## src/plc_pkg.sv

```systemverilog
// shared constants and types for the link control block
package plc_pkg;
  // register offsets (management register index)
  localparam logic [4:0] ADDR_BASIC_MODE_CONTROL = 5'h00;
  localparam logic [4:0] ADDR_NEGOTIATION_ADVERTISEMENT = 5'h04;
  localparam logic [4:0] ADDR_NEGOTIATION_EXPANSION = 5'h06;
  localparam logic [4:0] ADDR_NEXT_PAGE_TRANSMIT = 5'h07;
  localparam logic [4:0] ADDR_PARTNER_NEXT_PAGE_RECEIVE = 5'h08;
  localparam logic [4:0] ADDR_SOFTWARE_STRAP_CONTROL_THREE = 5'h0B;
  // field positions
  localparam int BMC_RESET_BIT = 15;
  localparam int BMC_SPEED_BIT = 13;
  localparam int BMC_NEG_EN_BIT = 12;
  localparam int BMC_POWER_DOWN_BIT = 11;
  localparam int BMC_RESTART_BIT = 9;
  localparam int BMC_DUPLEX_BIT = 8;
  localparam int ADV_NEXT_PAGE_BIT = 15;
  localparam int EXP_PAGE_RECEIVED_BIT = 1;
  localparam int FLD_RX_ERR_BIT = 0;
  localparam int FLD_CODE_VIOL_BIT = 1;
  localparam int FLD_LOW_QUALITY_BIT = 2;
  localparam int FLD_ENERGY_LOSS_BIT = 3;
  // reset values
  localparam logic [15:0] ADV_RESET_VALUE = 16'h0001;
  localparam logic [15:0] NEXT_PAGE_RESET_VALUE = 16'h2001;
  localparam logic [15:0] STRAP3_RESET_VALUE = 16'h0000;
  // advertisement ability bits
  localparam logic [15:0] ADV_10_HALF = 16'h0020;
  localparam logic [15:0] ADV_10_FULL = 16'h0040;
  localparam logic [15:0] ADV_100_HALF = 16'h0080;
  localparam logic [15:0] ADV_100_FULL = 16'h0100;
  // timing
  localparam int CLK_PERIOD_NS = 10;
  localparam int QUAL_GAP_NS = 50;
  localparam int QUAL_GAP_CYCLES = (QUAL_GAP_NS + CLK_PERIOD_NS - 1) / CLK_PERIOD_NS;
  localparam int JABBER_MS = 100;
  localparam int UNJAB_MS = 500;
  localparam int JABBER_CYCLES = JABBER_MS * 1000000 / CLK_PERIOD_NS;
  localparam int UNJAB_CYCLES = UNJAB_MS * 1000000 / CLK_PERIOD_NS;
  localparam int FLD_WINDOW_US = 10;
  localparam int FLD_WINDOW_CYCLES = FLD_WINDOW_US * 1000 / CLK_PERIOD_NS;
  localparam int RX_BUSY_TRANSITIONS = 5;
  localparam logic [5:0] FLD_RX_ERR_LIMIT = 6'd32;
  localparam logic [5:0] FLD_CODE_VIOL_LIMIT = 6'd20;
  localparam logic [5:0] FLD_LOW_QUALITY_LIMIT = 6'd20;
  typedef enum logic [1:0] {QUAL_IDLE, QUAL_FIRST, QUAL_OPPOSITE, QUAL_VALID} plc_qual_type;
endpackage : plc_pkg

```

## src/plc_event_window.sv

```systemverilog
// counts one kind of error event inside the fast link-down window
module plc_event_window (
  input wire logic sys_clk_i,
  input wire logic rst_n_i,
  input wire logic window_start_i,
  input wire logic enable_i,
  input wire logic event_i,
  input wire logic [5:0] limit_i,
  output logic trip_o
);
  logic [5:0] count;
  logic [5:0] next_count;
  logic next_trip;

  always_comb begin
    next_count = count;
    next_trip = 1'b0;
    if (window_start_i || !enable_i) begin
      next_count = 6'h00;
    end else if (event_i && count != limit_i) begin
      next_count = count + 6'h01;
      next_trip = (count + 6'h01) == limit_i;
    end
  end

  always_ff @(posedge sys_clk_i) begin
    if (!rst_n_i) begin
      count <= 6'h00;
      trip_o <= 1'b0;
    end else begin
      count <= next_count;
      trip_o <= next_trip;
    end
  end
endmodule // plc_event_window

```

## src/plc_link_control.sv

```systemverilog
// link-level control: squelch, collision, carrier, jabber, negotiation, fast link-down
// Contract
// - qualify 10M input: threshold, opposite after 50 ns, original after 50 ns more.
// - while transmitting, need five consecutive valid transitions before receive is valid.
// - 10M half duplex collision during tx/rx overlap, raised at once.
// - half duplex carrier on tx or rx; full duplex only qualified rx.
// - carrier drops at end of packet.
// - 10M only jabber timer disables transmit after about 100 ms.
// - after jabber, re-enable only after enable low 500 ms continuously.
// - 10M detects reversed polarity and corrects it; none for 100M.
// - 10M full duplex never asserts collision.
// - strap-enabled negotiation starts on reset release, soft reset, bit 9, bit 11.
// - with bit 12 set, negotiation starts on soft restart or link fail.
// - bit 12 change takes effect only after restart bit 9 write.
// - straps force modes when strap low, choose advertised sets when high.
// - straps latched into negotiation registers during hardware or software reset.
// - next pages sent from 0x7, received into 0x8, flagged in expansion bit 1.
// - each next page waits for transmit page write; received page read first.
// - 32 receive errors in 10 us drop the link when enabled.
// - 20 code violations in 10 us drop the link when enabled.
// - 20 low-quality crossings in 10 us drop the link when enabled.
// - energy loss drops link at once when enabled.
module plc_link_control (
  input wire logic sys_clk_i,
  input wire logic rst_n_i,
  input wire logic negotiation_enable_strap_i,
  input wire logic mode_select_strap_hi_i,
  input wire logic mode_select_strap_lo_i,
  input wire logic squelch_pos_i,
  input wire logic squelch_neg_i,
  input wire logic rx_end_i,
  input wire logic tx_en_i,
  input wire logic rx_error_i,
  input wire logic code_violation_i,
  input wire logic low_quality_i,
  input wire logic energy_loss_i,
  input wire logic link_fail_i,
  input wire logic partner_page_valid_i,
  input wire logic [15:0] partner_page_i,
  input wire logic page_sent_i,
  input wire logic reg_wr_i,
  input wire logic reg_rd_i,
  input wire logic [4:0] reg_addr_i,
  input wire logic [15:0] reg_wdata_i,
  output logic [15:0] reg_rdata_o,
  output logic crs_o,
  output logic col_o,
  output logic tx_enable_o,
  output logic polarity_inverted_o,
  output logic rx_valid_o,
  output logic speed_100_o,
  output logic full_duplex_o,
  output logic neg_start_o,
  output logic page_send_o,
  output logic [15:0] page_data_o,
  output logic link_drop_o
);
  // squelch, end-of-packet and energy-loss pins through two flip-flops
  logic [1:0] pos_sync, neg_sync, end_sync, eloss_sync;
  always_ff @(posedge sys_clk_i) begin
    if (!rst_n_i) begin
      pos_sync <= 2'h0;
      neg_sync <= 2'h0;
      end_sync <= 2'h0;
      eloss_sync <= 2'h0;
    end else begin
      pos_sync <= {pos_sync[0], squelch_pos_i};
      neg_sync <= {neg_sync[0], squelch_neg_i};
      end_sync <= {end_sync[0], rx_end_i};
      eloss_sync <= {eloss_sync[0], energy_loss_i};
    end
  end
  logic sq_pos, sq_neg, rx_end, eloss;
  assign sq_pos = pos_sync[1];
  assign sq_neg = neg_sync[1];
  assign rx_end = end_sync[1];
  assign eloss = eloss_sync[1];

  // registers
  logic [15:0] bmc, adv, npt, lnp, strap3;
  logic page_rx, page_pending, neg_pending, hw_started, soft_rst_d;
  logic [15:0] next_bmc, next_adv, next_npt, next_lnp, next_strap3;
  logic next_page_rx, next_page_pending, next_neg_pending, next_hw_started;
  logic soft_rst;
  assign soft_rst = reg_wr_i && reg_addr_i == plc_pkg::ADDR_BASIC_MODE_CONTROL
                    && reg_wdata_i[plc_pkg::BMC_RESET_BIT];

  function automatic logic [15:0] strap_adv(input logic hi, input logic lo);
    unique case ({hi, lo})
      2'b00: strap_adv = plc_pkg::ADV_10_HALF | plc_pkg::ADV_10_FULL;
      2'b01: strap_adv = plc_pkg::ADV_100_HALF | plc_pkg::ADV_100_FULL;
      2'b10: strap_adv = plc_pkg::ADV_10_HALF | plc_pkg::ADV_100_HALF;
      2'b11: strap_adv = plc_pkg::ADV_10_HALF | plc_pkg::ADV_10_FULL
                         | plc_pkg::ADV_100_HALF | plc_pkg::ADV_100_FULL;
    endcase
  endfunction

  // straps taken in the first cycle after reset release or after a soft reset write
  function automatic logic [15:0] strap_bmc(input logic en, input logic hi, input logic lo);
    strap_bmc = 16'h0000;
    strap_bmc[plc_pkg::BMC_NEG_EN_BIT] = en;
    strap_bmc[plc_pkg::BMC_SPEED_BIT] = !en && hi;
    strap_bmc[plc_pkg::BMC_DUPLEX_BIT] = !en && lo;
  endfunction

  logic neg_en_active; // bit 12 as last acted upon
  logic next_neg_en_active;
  logic restart_wr;
  assign restart_wr = reg_wr_i && reg_addr_i == plc_pkg::ADDR_BASIC_MODE_CONTROL
                      && reg_wdata_i[plc_pkg::BMC_RESTART_BIT];

  always_comb begin
    next_bmc = bmc;
    next_adv = adv;
    next_npt = npt;
    next_lnp = lnp;
    next_strap3 = strap3;
    next_page_rx = page_rx;
    next_page_pending = page_pending;
    next_neg_pending = 1'b0;
    next_hw_started = 1'b1;
    next_neg_en_active = neg_en_active;
    if (!hw_started || soft_rst_d) begin
      next_bmc = strap_bmc(negotiation_enable_strap_i, mode_select_strap_hi_i,
                           mode_select_strap_lo_i);
      next_adv = plc_pkg::ADV_RESET_VALUE
                 | strap_adv(mode_select_strap_hi_i, mode_select_strap_lo_i);
      next_npt = plc_pkg::NEXT_PAGE_RESET_VALUE;
      next_neg_en_active = negotiation_enable_strap_i;
      next_neg_pending = negotiation_enable_strap_i;
      next_page_rx = 1'b0;
      next_page_pending = 1'b0;
    end else begin
      // consuming the old page must not cancel a fresh write in the same cycle
      if (page_sent_i) begin
        next_page_pending = 1'b0;
      end
      if (reg_wr_i) begin
        unique case (reg_addr_i)
          plc_pkg::ADDR_BASIC_MODE_CONTROL: next_bmc = reg_wdata_i
                                            & ~(16'h0001 << plc_pkg::BMC_RESTART_BIT);
          plc_pkg::ADDR_NEGOTIATION_ADVERTISEMENT: next_adv = reg_wdata_i;
          plc_pkg::ADDR_NEXT_PAGE_TRANSMIT: begin
            next_npt = reg_wdata_i;
            next_page_pending = 1'b1;
          end
          plc_pkg::ADDR_SOFTWARE_STRAP_CONTROL_THREE: next_strap3 = reg_wdata_i;
          default: next_bmc = bmc;
        endcase
      end
      if (restart_wr) begin
        next_neg_en_active = reg_wdata_i[plc_pkg::BMC_NEG_EN_BIT];
        next_neg_pending = reg_wdata_i[plc_pkg::BMC_NEG_EN_BIT] || neg_en_active;
      end
      // power-up: clearing bit 11 restarts negotiation
      if (reg_wr_i && reg_addr_i == plc_pkg::ADDR_BASIC_MODE_CONTROL
          && bmc[plc_pkg::BMC_POWER_DOWN_BIT] && !reg_wdata_i[plc_pkg::BMC_POWER_DOWN_BIT]
          && neg_en_active) begin
        next_neg_pending = 1'b1;
      end
      if (link_fail_i && neg_en_active) begin
        next_neg_pending = 1'b1;
      end
      if (reg_rd_i && reg_addr_i == plc_pkg::ADDR_NEGOTIATION_EXPANSION) begin
        next_page_rx = 1'b0;
      end
      // a new page only overwrites while no written transmit page is still waiting to be sent
      if (partner_page_valid_i && !page_pending) begin
        next_lnp = partner_page_i;
        next_page_rx = 1'b1; // set wins over read clear
      end
    end
  end

  always_ff @(posedge sys_clk_i) begin
    if (!rst_n_i) begin
      bmc <= 16'h0000;
      adv <= plc_pkg::ADV_RESET_VALUE;
      npt <= plc_pkg::NEXT_PAGE_RESET_VALUE;
      lnp <= 16'h0000;
      strap3 <= plc_pkg::STRAP3_RESET_VALUE;
      page_rx <= 1'b0;
      page_pending <= 1'b0;
      neg_pending <= 1'b0;
      hw_started <= 1'b0;
      soft_rst_d <= 1'b0;
      neg_en_active <= 1'b0;
    end else begin
      bmc <= next_bmc;
      adv <= next_adv;
      npt <= next_npt;
      lnp <= next_lnp;
      strap3 <= next_strap3;
      page_rx <= next_page_rx;
      page_pending <= next_page_pending;
      neg_pending <= next_neg_pending;
      hw_started <= next_hw_started;
      soft_rst_d <= soft_rst;
      neg_en_active <= next_neg_en_active;
    end
  end

  // register read mux
  logic [15:0] next_rdata;
  always_comb begin
    next_rdata = 16'h0000;
    unique case (reg_addr_i)
      plc_pkg::ADDR_BASIC_MODE_CONTROL: next_rdata = bmc;
      plc_pkg::ADDR_NEGOTIATION_ADVERTISEMENT: next_rdata = adv;
      plc_pkg::ADDR_NEGOTIATION_EXPANSION: next_rdata[plc_pkg::EXP_PAGE_RECEIVED_BIT] = page_rx;
      plc_pkg::ADDR_NEXT_PAGE_TRANSMIT: next_rdata = npt;
      plc_pkg::ADDR_PARTNER_NEXT_PAGE_RECEIVE: next_rdata = lnp;
      plc_pkg::ADDR_SOFTWARE_STRAP_CONTROL_THREE: next_rdata = strap3;
      default: next_rdata = 16'h0000;
    endcase
  end
  always_ff @(posedge sys_clk_i) begin
    if (!rst_n_i) begin
      reg_rdata_o <= 16'h0000;
    end else begin
      reg_rdata_o <= next_rdata;
    end
  end

  assign speed_100_o = bmc[plc_pkg::BMC_SPEED_BIT];
  assign full_duplex_o = bmc[plc_pkg::BMC_DUPLEX_BIT];
  assign neg_start_o = neg_pending;
  assign page_data_o = npt;
  // without next-page mode the engine never waits on software
  assign page_send_o = page_pending || !adv[plc_pkg::ADV_NEXT_PAGE_BIT];
  logic is_10m;
  assign is_10m = !speed_100_o;

  // squelch qualification, polarity taken from the first threshold crossed
  plc_pkg::plc_qual_type qual, next_qual;
  logic first_pos, next_first_pos, pol_inv, next_pol_inv;
  logic [3:0] gap, next_gap;
  logic [2:0] trans, next_trans;
  logic last_lvl, next_last_lvl;
  logic orig_hit, opp_hit;
  assign orig_hit = first_pos ? sq_pos : sq_neg;
  assign opp_hit = first_pos ? sq_neg : sq_pos;

  always_comb begin
    next_qual = qual;
    next_first_pos = first_pos;
    next_pol_inv = pol_inv;
    next_gap = (gap == 4'hF) ? gap : gap + 4'h1;
    next_trans = trans;
    next_last_lvl = last_lvl;
    if (!is_10m || rx_end) begin
      next_qual = plc_pkg::QUAL_IDLE;
      next_trans = 3'h0;
    end else begin
      unique case (qual)
        plc_pkg::QUAL_IDLE: if (sq_pos || sq_neg) begin
          next_first_pos = sq_pos;
          next_qual = plc_pkg::QUAL_FIRST;
          next_gap = 4'h0;
        end
        plc_pkg::QUAL_FIRST: if (opp_hit && gap >= 4'(plc_pkg::QUAL_GAP_CYCLES - 1)) begin
          next_qual = plc_pkg::QUAL_OPPOSITE;
          next_gap = 4'h0;
        end else if (opp_hit) begin
          next_qual = plc_pkg::QUAL_IDLE; // too early: rejected
        end
        plc_pkg::QUAL_OPPOSITE: if (orig_hit && gap >= 4'(plc_pkg::QUAL_GAP_CYCLES - 1)) begin
          next_qual = plc_pkg::QUAL_VALID;
          next_pol_inv = !first_pos; // preamble starts positive
          next_trans = 3'h0;
          next_last_lvl = sq_pos;
        end else if (orig_hit) begin
          next_qual = plc_pkg::QUAL_IDLE;
        end
        plc_pkg::QUAL_VALID: if (sq_pos != last_lvl) begin
          next_last_lvl = sq_pos;
          if (trans != 3'(plc_pkg::RX_BUSY_TRANSITIONS)) next_trans = trans + 3'h1;
        end
      endcase
    end
  end

  always_ff @(posedge sys_clk_i) begin
    if (!rst_n_i) begin
      qual <= plc_pkg::QUAL_IDLE;
      first_pos <= 1'b1;
      pol_inv <= 1'b0;
      gap <= 4'h0;
      trans <= 3'h0;
      last_lvl <= 1'b0;
    end else begin
      qual <= next_qual;
      first_pos <= next_first_pos;
      pol_inv <= next_pol_inv;
      gap <= next_gap;
      trans <= next_trans;
      last_lvl <= next_last_lvl;
    end
  end
  assign polarity_inverted_o = pol_inv && is_10m;

  logic rx_active;
  assign rx_active = qual == plc_pkg::QUAL_VALID
                     && (!tx_en_i || trans == 3'(plc_pkg::RX_BUSY_TRANSITIONS));
  assign rx_valid_o = rx_active;
  assign col_o = is_10m && !full_duplex_o && tx_en_i && rx_active;
  assign crs_o = full_duplex_o ? rx_active : (rx_active || tx_en_i);

  // jabber: one 27-bit counter holds both 100 ms and 500 ms counts
  logic jabbed, next_jabbed;
  logic [26:0] jab_cnt, next_jab_cnt;
  always_comb begin
    next_jabbed = jabbed;
    next_jab_cnt = jab_cnt;
    if (!is_10m) begin
      next_jabbed = 1'b0;
      next_jab_cnt = 27'h0;
    end else if (!jabbed) begin
      next_jab_cnt = tx_en_i ? jab_cnt + 27'h1 : 27'h0;
      if (tx_en_i && jab_cnt == 27'(plc_pkg::JABBER_CYCLES - 1)) begin
        next_jabbed = 1'b1;
        next_jab_cnt = 27'h0;
      end
    end else begin
      next_jab_cnt = tx_en_i ? 27'h0 : jab_cnt + 27'h1;
      if (!tx_en_i && jab_cnt == 27'(plc_pkg::UNJAB_CYCLES - 1)) begin
        next_jabbed = 1'b0;
        next_jab_cnt = 27'h0;
      end
    end
  end
  always_ff @(posedge sys_clk_i) begin
    if (!rst_n_i) begin
      jabbed <= 1'b0;
      jab_cnt <= 27'h0;
    end else begin
      jabbed <= next_jabbed;
      jab_cnt <= next_jab_cnt;
    end
  end
  assign tx_enable_o = tx_en_i && !jabbed;

  // fast link-down window
  logic [9:0] win, next_win;
  logic win_start;
  assign win_start = win == 10'h000;
  assign next_win = (win == 10'(plc_pkg::FLD_WINDOW_CYCLES - 1)) ? 10'h000 : win + 10'h001;
  always_ff @(posedge sys_clk_i) begin
    if (!rst_n_i) win <= 10'h000;
    else win <= next_win;
  end
  logic [2:0] trip;
  logic [2:0] fld_event;
  logic [5:0] fld_limit [3];
  assign fld_event = {low_quality_i, code_violation_i, rx_error_i};
  assign fld_limit[0] = plc_pkg::FLD_RX_ERR_LIMIT;
  assign fld_limit[1] = plc_pkg::FLD_CODE_VIOL_LIMIT;
  assign fld_limit[2] = plc_pkg::FLD_LOW_QUALITY_LIMIT;
  genvar g;
  generate
    for (g = 0; g < 3; g++) begin : g_fld
      plc_event_window u_win (
        .sys_clk_i(sys_clk_i),
        .rst_n_i(rst_n_i),
        .window_start_i(win_start),
        .enable_i(strap3[g]),
        .event_i(fld_event[g]),
        .limit_i(fld_limit[g]),
        .trip_o(trip[g])
      );
    end
  endgenerate
  assign link_drop_o = (|trip) || (strap3[plc_pkg::FLD_ENERGY_LOSS_BIT] && eloss);
endmodule // plc_link_control

```

## config.mk

```make
export PLATFORM = sky130hd
export DESIGN_NAME = plc_link_control
export DESIGN_NICKNAME = d
export VERILOG_FILES = /design/src/plc_pkg.sv /design/src/plc_event_window.sv /design/src/plc_link_control.sv
export SDC_FILE = /design/constraint.sdc
export NUM_CORES = 1
export LEC_CHECK = 0
export ABC_AREA = 0
export BUFFER_PORTS_ARGS = -buffer_cell sky130_fd_sc_hd__clkbuf_2
export CORE_ASPECT_RATIO = 1.75
export CORE_UTILIZATION = 57
export CTS_BUF_LIST = sky130_fd_sc_hd__clkbuf_8 sky130_fd_sc_hd__clkbuf_16
export DETAILED_ROUTE_END_ITERATION = 12
export PLACE_DENSITY = 0.78
export SKIP_CTS_REPAIR_TIMING = 1
export SLEW_MARGIN = 10
export SYNTH_ARGS = -nofsm -noshare
export SYNTH_HDL_FRONTEND = slang
export SYNTH_SLANG_ARGS = --single-unit
```

## constraint.sdc

```tcl
create_clock -name sys_clk_i -period 2.9 [get_ports sys_clk_i]
set_input_delay 0.58 -clock sys_clk_i [delete_from_list [all_inputs] [get_ports sys_clk_i]]
set_output_delay 0.58 -clock sys_clk_i [all_outputs]
set_load 0.1 [all_outputs]
```

==> summary by stage, run 1 <==
Place
Port buffering added 96 buffers. The post-placement worst setup slack is 0.295 ns. The placed instance area is 8210 sq um. The number of placed instances, taps included, is around 1100. The post-DP HPWL is 13500 microns. The placer's final routability congestion estimate is 0.835.

STA
The time the final worst path needs with I/O delays and setup is 2.63 ns. Hold timing on the final database bottoms out at a slack of 0.364 ns. The number of failing hold endpoints at the final stage came to 0. The number of max-slew violations in the final report was 0.

The maximum operating frequency is roughly 380 MHz. The worst path meets setup with 0.269 ns of slack. The slew at the pin closest to its max-slew limit is 0.760 ns. Summed over all failing endpoints, the final setup total negative slack is 0 ns. The fraction of the cycle the final worst path needs is 90.7%. Headroom to the max-slew limit came out at 49.3%. The count of final setup violators is 0. Setup repair after global routing left no endpoint under its margin. For the final database, setup skew stands at between 0.01 and 0.015 ns.

Route
The first detailed-routing pass ran for 7 iterations. In the final routed layout, each cell accounts on average for 16.6 microns. The vias per cell is 5.76.

The total routed wirelength is just under 20000 microns. After detailed routing, the number of remaining DRC violations is 0. The post-detailed-route count of antenna-violating nets is 0. The violation count after the first detailed-route iteration is 498. The routed layout has 6808 vias.

Synth
After synthesis, the share of flip-flops with an asynchronous set or reset is 0%. After synthesis the netlist holds a flip-flop and latch count of 180. Synthesis produced a netlist with a net count of between 900 and 1000. In the synthesized netlist the dominant register cell turns out to be dfxtp_1. The mean post-synth cell area is 8.34 sq um. The warning count from the yosys run is 0. The post-synthesis instance total is 902. The netlist area before placement is 7520 sq um. Counting flops with a built-in enable in the synthesized netlist gives 0. The proportion of synthesized chip area in sequential cells is between 40 and 50%. Counting distinct cell types in the post-synthesis netlist gives 49.

Critical path
The endpoint arrival time on the critical path is ~2.9 ns. Data on the critical path is required at its endpoint by 3.21 ns. The type of element capturing the critical path is a register. STA classifies the critical path startpoint as a register. The stage delay of the slowest cell on the critical path is roughly 0.57 ns. The slowest cell on the critical path is or4_4. Of all nets on the critical path, the largest fanout is 13. The critical path is of the register to register type. Among the stages of the critical path, the cell type that occurs most often is or4_4. Counting cells, the worst reg-to-reg path comes to 6. The signal on the critical path passes through or4_1 -> or4_4 -> or4_4 -> a41oi_4 -> buf_4 -> nor2_1.

Clocking
Counting the buffers created by CTS gives 17. The tree built by TritonCTS fans out to 180 sinks. The clock passes through at most 2 buffers. At the later pin of the worst-skew pair, clock insertion delay measures roughly 0.43 ns. The clock input transition at the sequential cells of the worst setup and hold paths is 0.07 ns. CTS placed an instance of clkbuf_16 at the clock tree root. The clock tree synthesis step divided the H-tree into 4 levels. TritonCTS built the clock tree.

Cells and area
In the layout the commonest cells are nand2_1 (203), dfxtp_1 (180), a21oi_1 (98), clkbuf_2 (96), nor2_1 (84). Summing all multi-input logic gate instances after layout gives roughly 3700 sq um. Cells with a size suffix above 1 make up between 10% and 20% of the layout. Once layout is complete, the utilization of the core stands at 68.2%. Leaving out fill and tap cells, the most frequent cell in the layout is nand2_1.

In the final design database the tool counted 1071 nets. The number of non-filler instances in the completed layout is between 1000 and 1500. The finished cells cover between 8000 and 9000 sq um. Compared with the post-synthesis result, the final layout area differs by 16.7%. Summing all flip-flop and latch instances after layout gives 3600 sq um. The number of inserted filler cells in the final layout is ~1100.

GRT
Entering global routing, the biggest net connects 39 pins. For this run, global-route usage on met3 was measured as 5.31%. The first-pass GRT wire length is around 31000 microns. Global routing consumed, on the met2 layer, 53.8% of the routing resources. The all-layer global routing usage is 29.8%. The busiest layer in global routing is met2.

Summed over all layers, the global routing overflow is 0. Global routing consumed, on the met1 layer, 31.3% of the routing resources. The via count of the first global-routing pass is 6698. The initial antenna violation count came to 2.

Floorplanning
The starting density of the core is 58.4%. The number of I/O pins is 97. The total number of placement rows is 55. The height of the die is around 150 microns. The die boundary width is around 89 microns. The area enclosed by the die boundary is about 14000 sq um. After floorplanning, the core was sized to cover 12900 sq um.

Power
The worst ir drop on vdd is 0.435 mV. Summed over all cells, the static leakage comes to 3.28 nW. The sum of internal, switching and leakage power is 5.08 mW. The power per unit of standard cell area is a little under 600 nW/um^2.

Worst hold path
The cell depth of the worst hold path is 3. The class of the tightest hold or removal check is primary input to register.

Run
Max-cap violations in this run came to 0.

Outcome
The run finished with clean final reports.
==> sequential cells by signal, indices dropped and copies added, names as in the netlist, 4 cells and up <==
| register | flops |
|---|---|
| jab_cnt | 27 |
| g_fld.u_win.count | 18 |
| adv | 16 |
| lnp | 16 |
| page_data_o | 16 |
| reg_rdata_o | 16 |
| strap3 | 16 |
| bmc | 15 |
| win | 10 |
| gap | 4 |
==> synth_stat cells, drive strengths merged (3+ instances only) <==
| master | number | share of area (%) |
|---|---|---|
| nand2 | 203 | 10 |
| dfxtp | 180 | 48 |
| a21oi | 98 | 6.5 |
| nor2 | 84 | 4.2 |
| clkbuf | 37 | 1.8 |
| xor2 | 28 | 3.3 |
| nand3 | 25 | 1.7 |
| inv | 23 | 1.1 |
| ha | 20 | 3.3 |
| xnor2 | 20 | 2.3 |
| nand4 | 19 | 1.6 |
| a22oi | 18 | 1.8 |
| and3 | 15 | 1.2 |
| o21ai | 15 | 1.0 |
| a222oi | 14 | 1.9 |
| nor3 | 14 | 0.93 |
| a31oi | 11 | 0.92 |
| and2 | 11 | 0.92 |
| nand2b | 9 | 0.75 |
| mux2i | 6 | 0.80 |
| nor2b | 5 | 0.42 |
| nor3b | 5 | 0.50 |
| or3 | 5 | 0.42 |
| nor4 | 4 | 0.33 |
| or4 | 4 | 0.50 |
| a311oi | 3 | 0.35 |
| buf | 3 | 0.35 |
==> power by group <==
part / leakage [nW] / switching, mW / internal, mW / total [mW]
clock network: 0.280 / 1.00 / 1.22 / 2.22
logic: 1.54 / 0.213 / 0.102 / 0.314
registers: 1.46 / 0.0364 / 2.51 / 2.55
total: 3.28 / 1.25 / 3.83 / 5.08
==> worst max-delay path, delay by kind of cell, from the launching register on <==
family,cells,cell delay [ns]
and+or+nand+nor,4,1.66
buffers and inverters,1,0.23
AOI/OAI and AO/OA,1,0.25
DFF,1,0.37
==> layout make-up <==
| cell class | instances | share of cell area, % |
|---|---|---|
| clock inverter | 14 | 1.45 |
| timing repair buffer | 115 | 7.10 |
| sequential | 180 | 41.0 |
| tap | 171 | 2.44 |
| inverter | 23 | 0.983 |
| clock buffer | 18 | 5.00 |
| multi-input combinational | 659 | 41.9 |
| antenna | 2 | 0.0570 |
==> worst paths after layout <==
kind / from / to / slack, ns
setup / recovery: jab_cnt[7]$_SDFF_PP0_ / jab_cnt[4]$_SDFF_PP0_ / 0.27
hold reg to reg: eloss_sync[0]$_SDFF_PN0_ / eloss_sync[1]$_SDFF_PN0_ / 0.43
setup reg to reg: jab_cnt[7]$_SDFF_PP0_ / jab_cnt[4]$_SDFF_PP0_ / 0.27
hold / removal: partner_page_i[11] / lnp[11]$_SDFFE_PN0P_ / 0.36
==> logic make-up (layout without fill, tap and decap cells) <==
group	after synthesis	after routing	share of synthesized area (%)
buffers and inverters	63	170	3.34
adders and majority gates	20	20	3.33
and+or+nand+nor	414	414	24.9
muxes	7	7	0.948
AOI/OAI and AO/OA	170	170	14.0
xor gates and xnor gates	48	48	5.59
DFF	180	180	47.9
other	0	2	0
==> routing by layer <==
layer	routed length, microns	part of all wire (%)
met5	0	0
met4	860	4.4
met3	1120	5.7
met2	10300	53
met1	7310	37
No activity file was read; power rests on OpenSTA's default activity.
==> inputs of run 2 (changes only) <==
PLACE_DENSITY = 0.79   (was 0.78)
==> summary by stage, run 2 (same netlist as run 1, synthesis figures left out) <==
Route
The violation count after the first detailed-route iteration is 431 (was 498). The routed length per instance is 16.2 microns (was 16.6 microns). The number of detailed-route iterations in the first pass was 8 (was 7).

The total routed wirelength is 19200 microns (was 19600 microns). The vias per cell is 5.80 (was 5.76). The number of vias after detailed routing is 6858 (was 6808). The post-detailed-route count of antenna-violating nets is 0 (unchanged). The remaining design rule violation count is 0 (unchanged).

Clocking
The cell at the root of the clock tree is clkbuf_16 (unchanged). The clock latency on the worst-skew pair is 0.42 ns (was 0.43 ns). The total CTS buffers was 17 (unchanged). The maximum root-to-sink buffer count is 2 (unchanged).

The CTS tree is yes (unchanged). The count of clock tree sinks is 180 (unchanged). The number of levels in the clock H-tree is 4 (unchanged). The clock input transition at the sequential cells of the worst setup and hold paths is 0.07 ns (about the same).

Worst hold path
The cell depth of the worst hold path is 2 (was 3). The class of the tightest hold or removal check is primary input to register (unchanged).

Floorplanning
The die boundary width is 88.8 microns (unchanged). The starting density of the core is 58.4% (unchanged). The area enclosed by the die boundary was 13700 sq um (unchanged). The total number of placement rows was 55 (unchanged). The number of I/O pins was 97 (unchanged). The core outline area is 12900 sq um (unchanged). The height of the die is 154 microns (unchanged).

Outcome
Outcome: completed (unchanged).

Place
The placed instance area is 8230 sq um (was 8210 sq um). The number of port buffers is 96 (unchanged). The number of placed cells counting well taps came to 1151 (was 1148).

The post-placement worst setup slack is 0.340 ns (was 0.295 ns). The placer's final routability congestion estimate was 0.870 (was 0.835). The post-DP HPWL was 13300 microns (was 13500 microns).

Cells and area
Registers with the most flip-flops: jab_cnt (27), g_fld.u_win.count (18) (unchanged). The flip-flop count of the largest register, all copies and words added is 27 (unchanged). The post-route core utilization is 68.7% (was 68.2%). The area growth from synthesis to layout is 17.6% (was 16.7%). The layout cell share with drive strength beyond 1 came to 15.8% (was 15.6%). The net total in the final layout is 1074 (was 1071).

The number of diodes added for antenna fixing is 0 (was 2). The final cell area excluding filler cells is 8840 sq um (was 8780 sq um). Highest-count cells in the layout ignoring fill and taps: nand2_1 (203), dfxtp_1 (180), a21oi_1 (98), clkbuf_2 (96), nor2_1 (84) (unchanged).

The number of non-filler instances in the completed layout is 1183 (was 1182). The most frequent standard cell in the layout excluding fill and tap cells is nand2_1 (unchanged). The largest register by flop count is jab_cnt (unchanged).

Critical path
The type of element capturing the critical path is a register (unchanged). The kind of critical path is register to register (unchanged). The worst path required time is 3.21 ns (about the same).

The endpoint arrival time on the critical path is 2.91 ns (was 2.94 ns). The cell count of the worst reg-to-reg path is 6 (unchanged). The launching element type of the critical path is a register (unchanged). The peak fanout along the critical path is 13 (unchanged).

Power
The power per unit of standard cell area is 593 nW/um^2 (was 579 nW/um^2). The leakage power summed over all cells was 3.32 nW (was 3.28 nW). The worst ir drop on vdd was 0.402 mV (was 0.435 mV). The sum of internal, switching and leakage power is 5.24 mW (was 5.08 mW).

STA
The setup TNS is 0 ns (unchanged). The count of final setup violators is 0 (unchanged). The final hold slack was 0.364 ns (about the same). The fraction of the cycle the final worst path needs came to 89.7% (was 90.7%). The number of max-slew violations in the final report is 0 (unchanged). The time the final worst path needs with I/O delays and setup is 2.60 ns (was 2.63 ns).

The worst relative slew slack was 40.1% (was 49.3%). The maximum operating frequency is 384 MHz (was 380 MHz). The maximum clock skew at final layout came to 0.0109 ns (was 0.0118 ns). The number of failing hold endpoints at the final stage is 0 (unchanged). The least setup slack across all paths after layout is 0.298 ns (was 0.269 ns).

The slew at the pin closest to its max-slew limit is 0.891 ns (was 0.760 ns). Unrepaired setup endpoints after global routing: no (unchanged).

GRT
The initial antenna violation count is 0 (was 2). The maximum number of pins on one net before global-route repair is 32 (was 39). The total congestion overflow after global routing is 0 (unchanged).

The all-layer global routing usage came to 29.7% (was 29.8%). The first-pass GRT wire length was 31300 microns (about the same). The via count of the first global-routing pass is 6785 (was 6698).

Run
The number of max-cap violations is 0 (unchanged).
[run 2: path summary, 6_finish.rpt]
path                                              from                      to  slack (ns)
worst max register to register  jab_cnt[11]$_SDFF_PP0_  jab_cnt[15]$_SDFF_PP0_        0.30
worst max-delay path            jab_cnt[11]$_SDFF_PP0_  jab_cnt[15]$_SDFF_PP0_        0.30
worst min register to register  neg_sync[0]$_SDFF_PN0_  neg_sync[1]$_SDFF_PN0_        0.44
worst min-delay path                     squelch_neg_i  neg_sync[0]$_SDFF_PN0_        0.36
[run 2: metal layers]
layer,part of all wire [%],GRT usage (%)
met1,38,32.2
met2,52,52.0
met3,5.9,5.64
met4,5.0,17.7
met5,0,0
[run 2: worst max-delay path, stage by stage, from the launching register on]
cell,delay [ns]
dfxtp_1,0.35
or4_1,0.54
or4_4,0.51
or4_4,0.57
a41oi_4,0.22
buf_4,0.22
nor2_1,0.07
[run 2: final cells by class]
class | instances | area [sq um]
multi-input combinational | 659 | 3680
clock buffer | 18 | 439
sequential | 180 | 3600
tap | 171 | 214
clock inverter | 14 | 175
fill | 1079 | 4020
inverter | 23 | 86.3
timing repair buffer | 118 | 646
[run 2: report_power, final]
group | internal, mW | switching (mW)
logic | 0.101 | 0.211
registers | 2.51 | 0.0356
clock network | 1.39 | 0.987
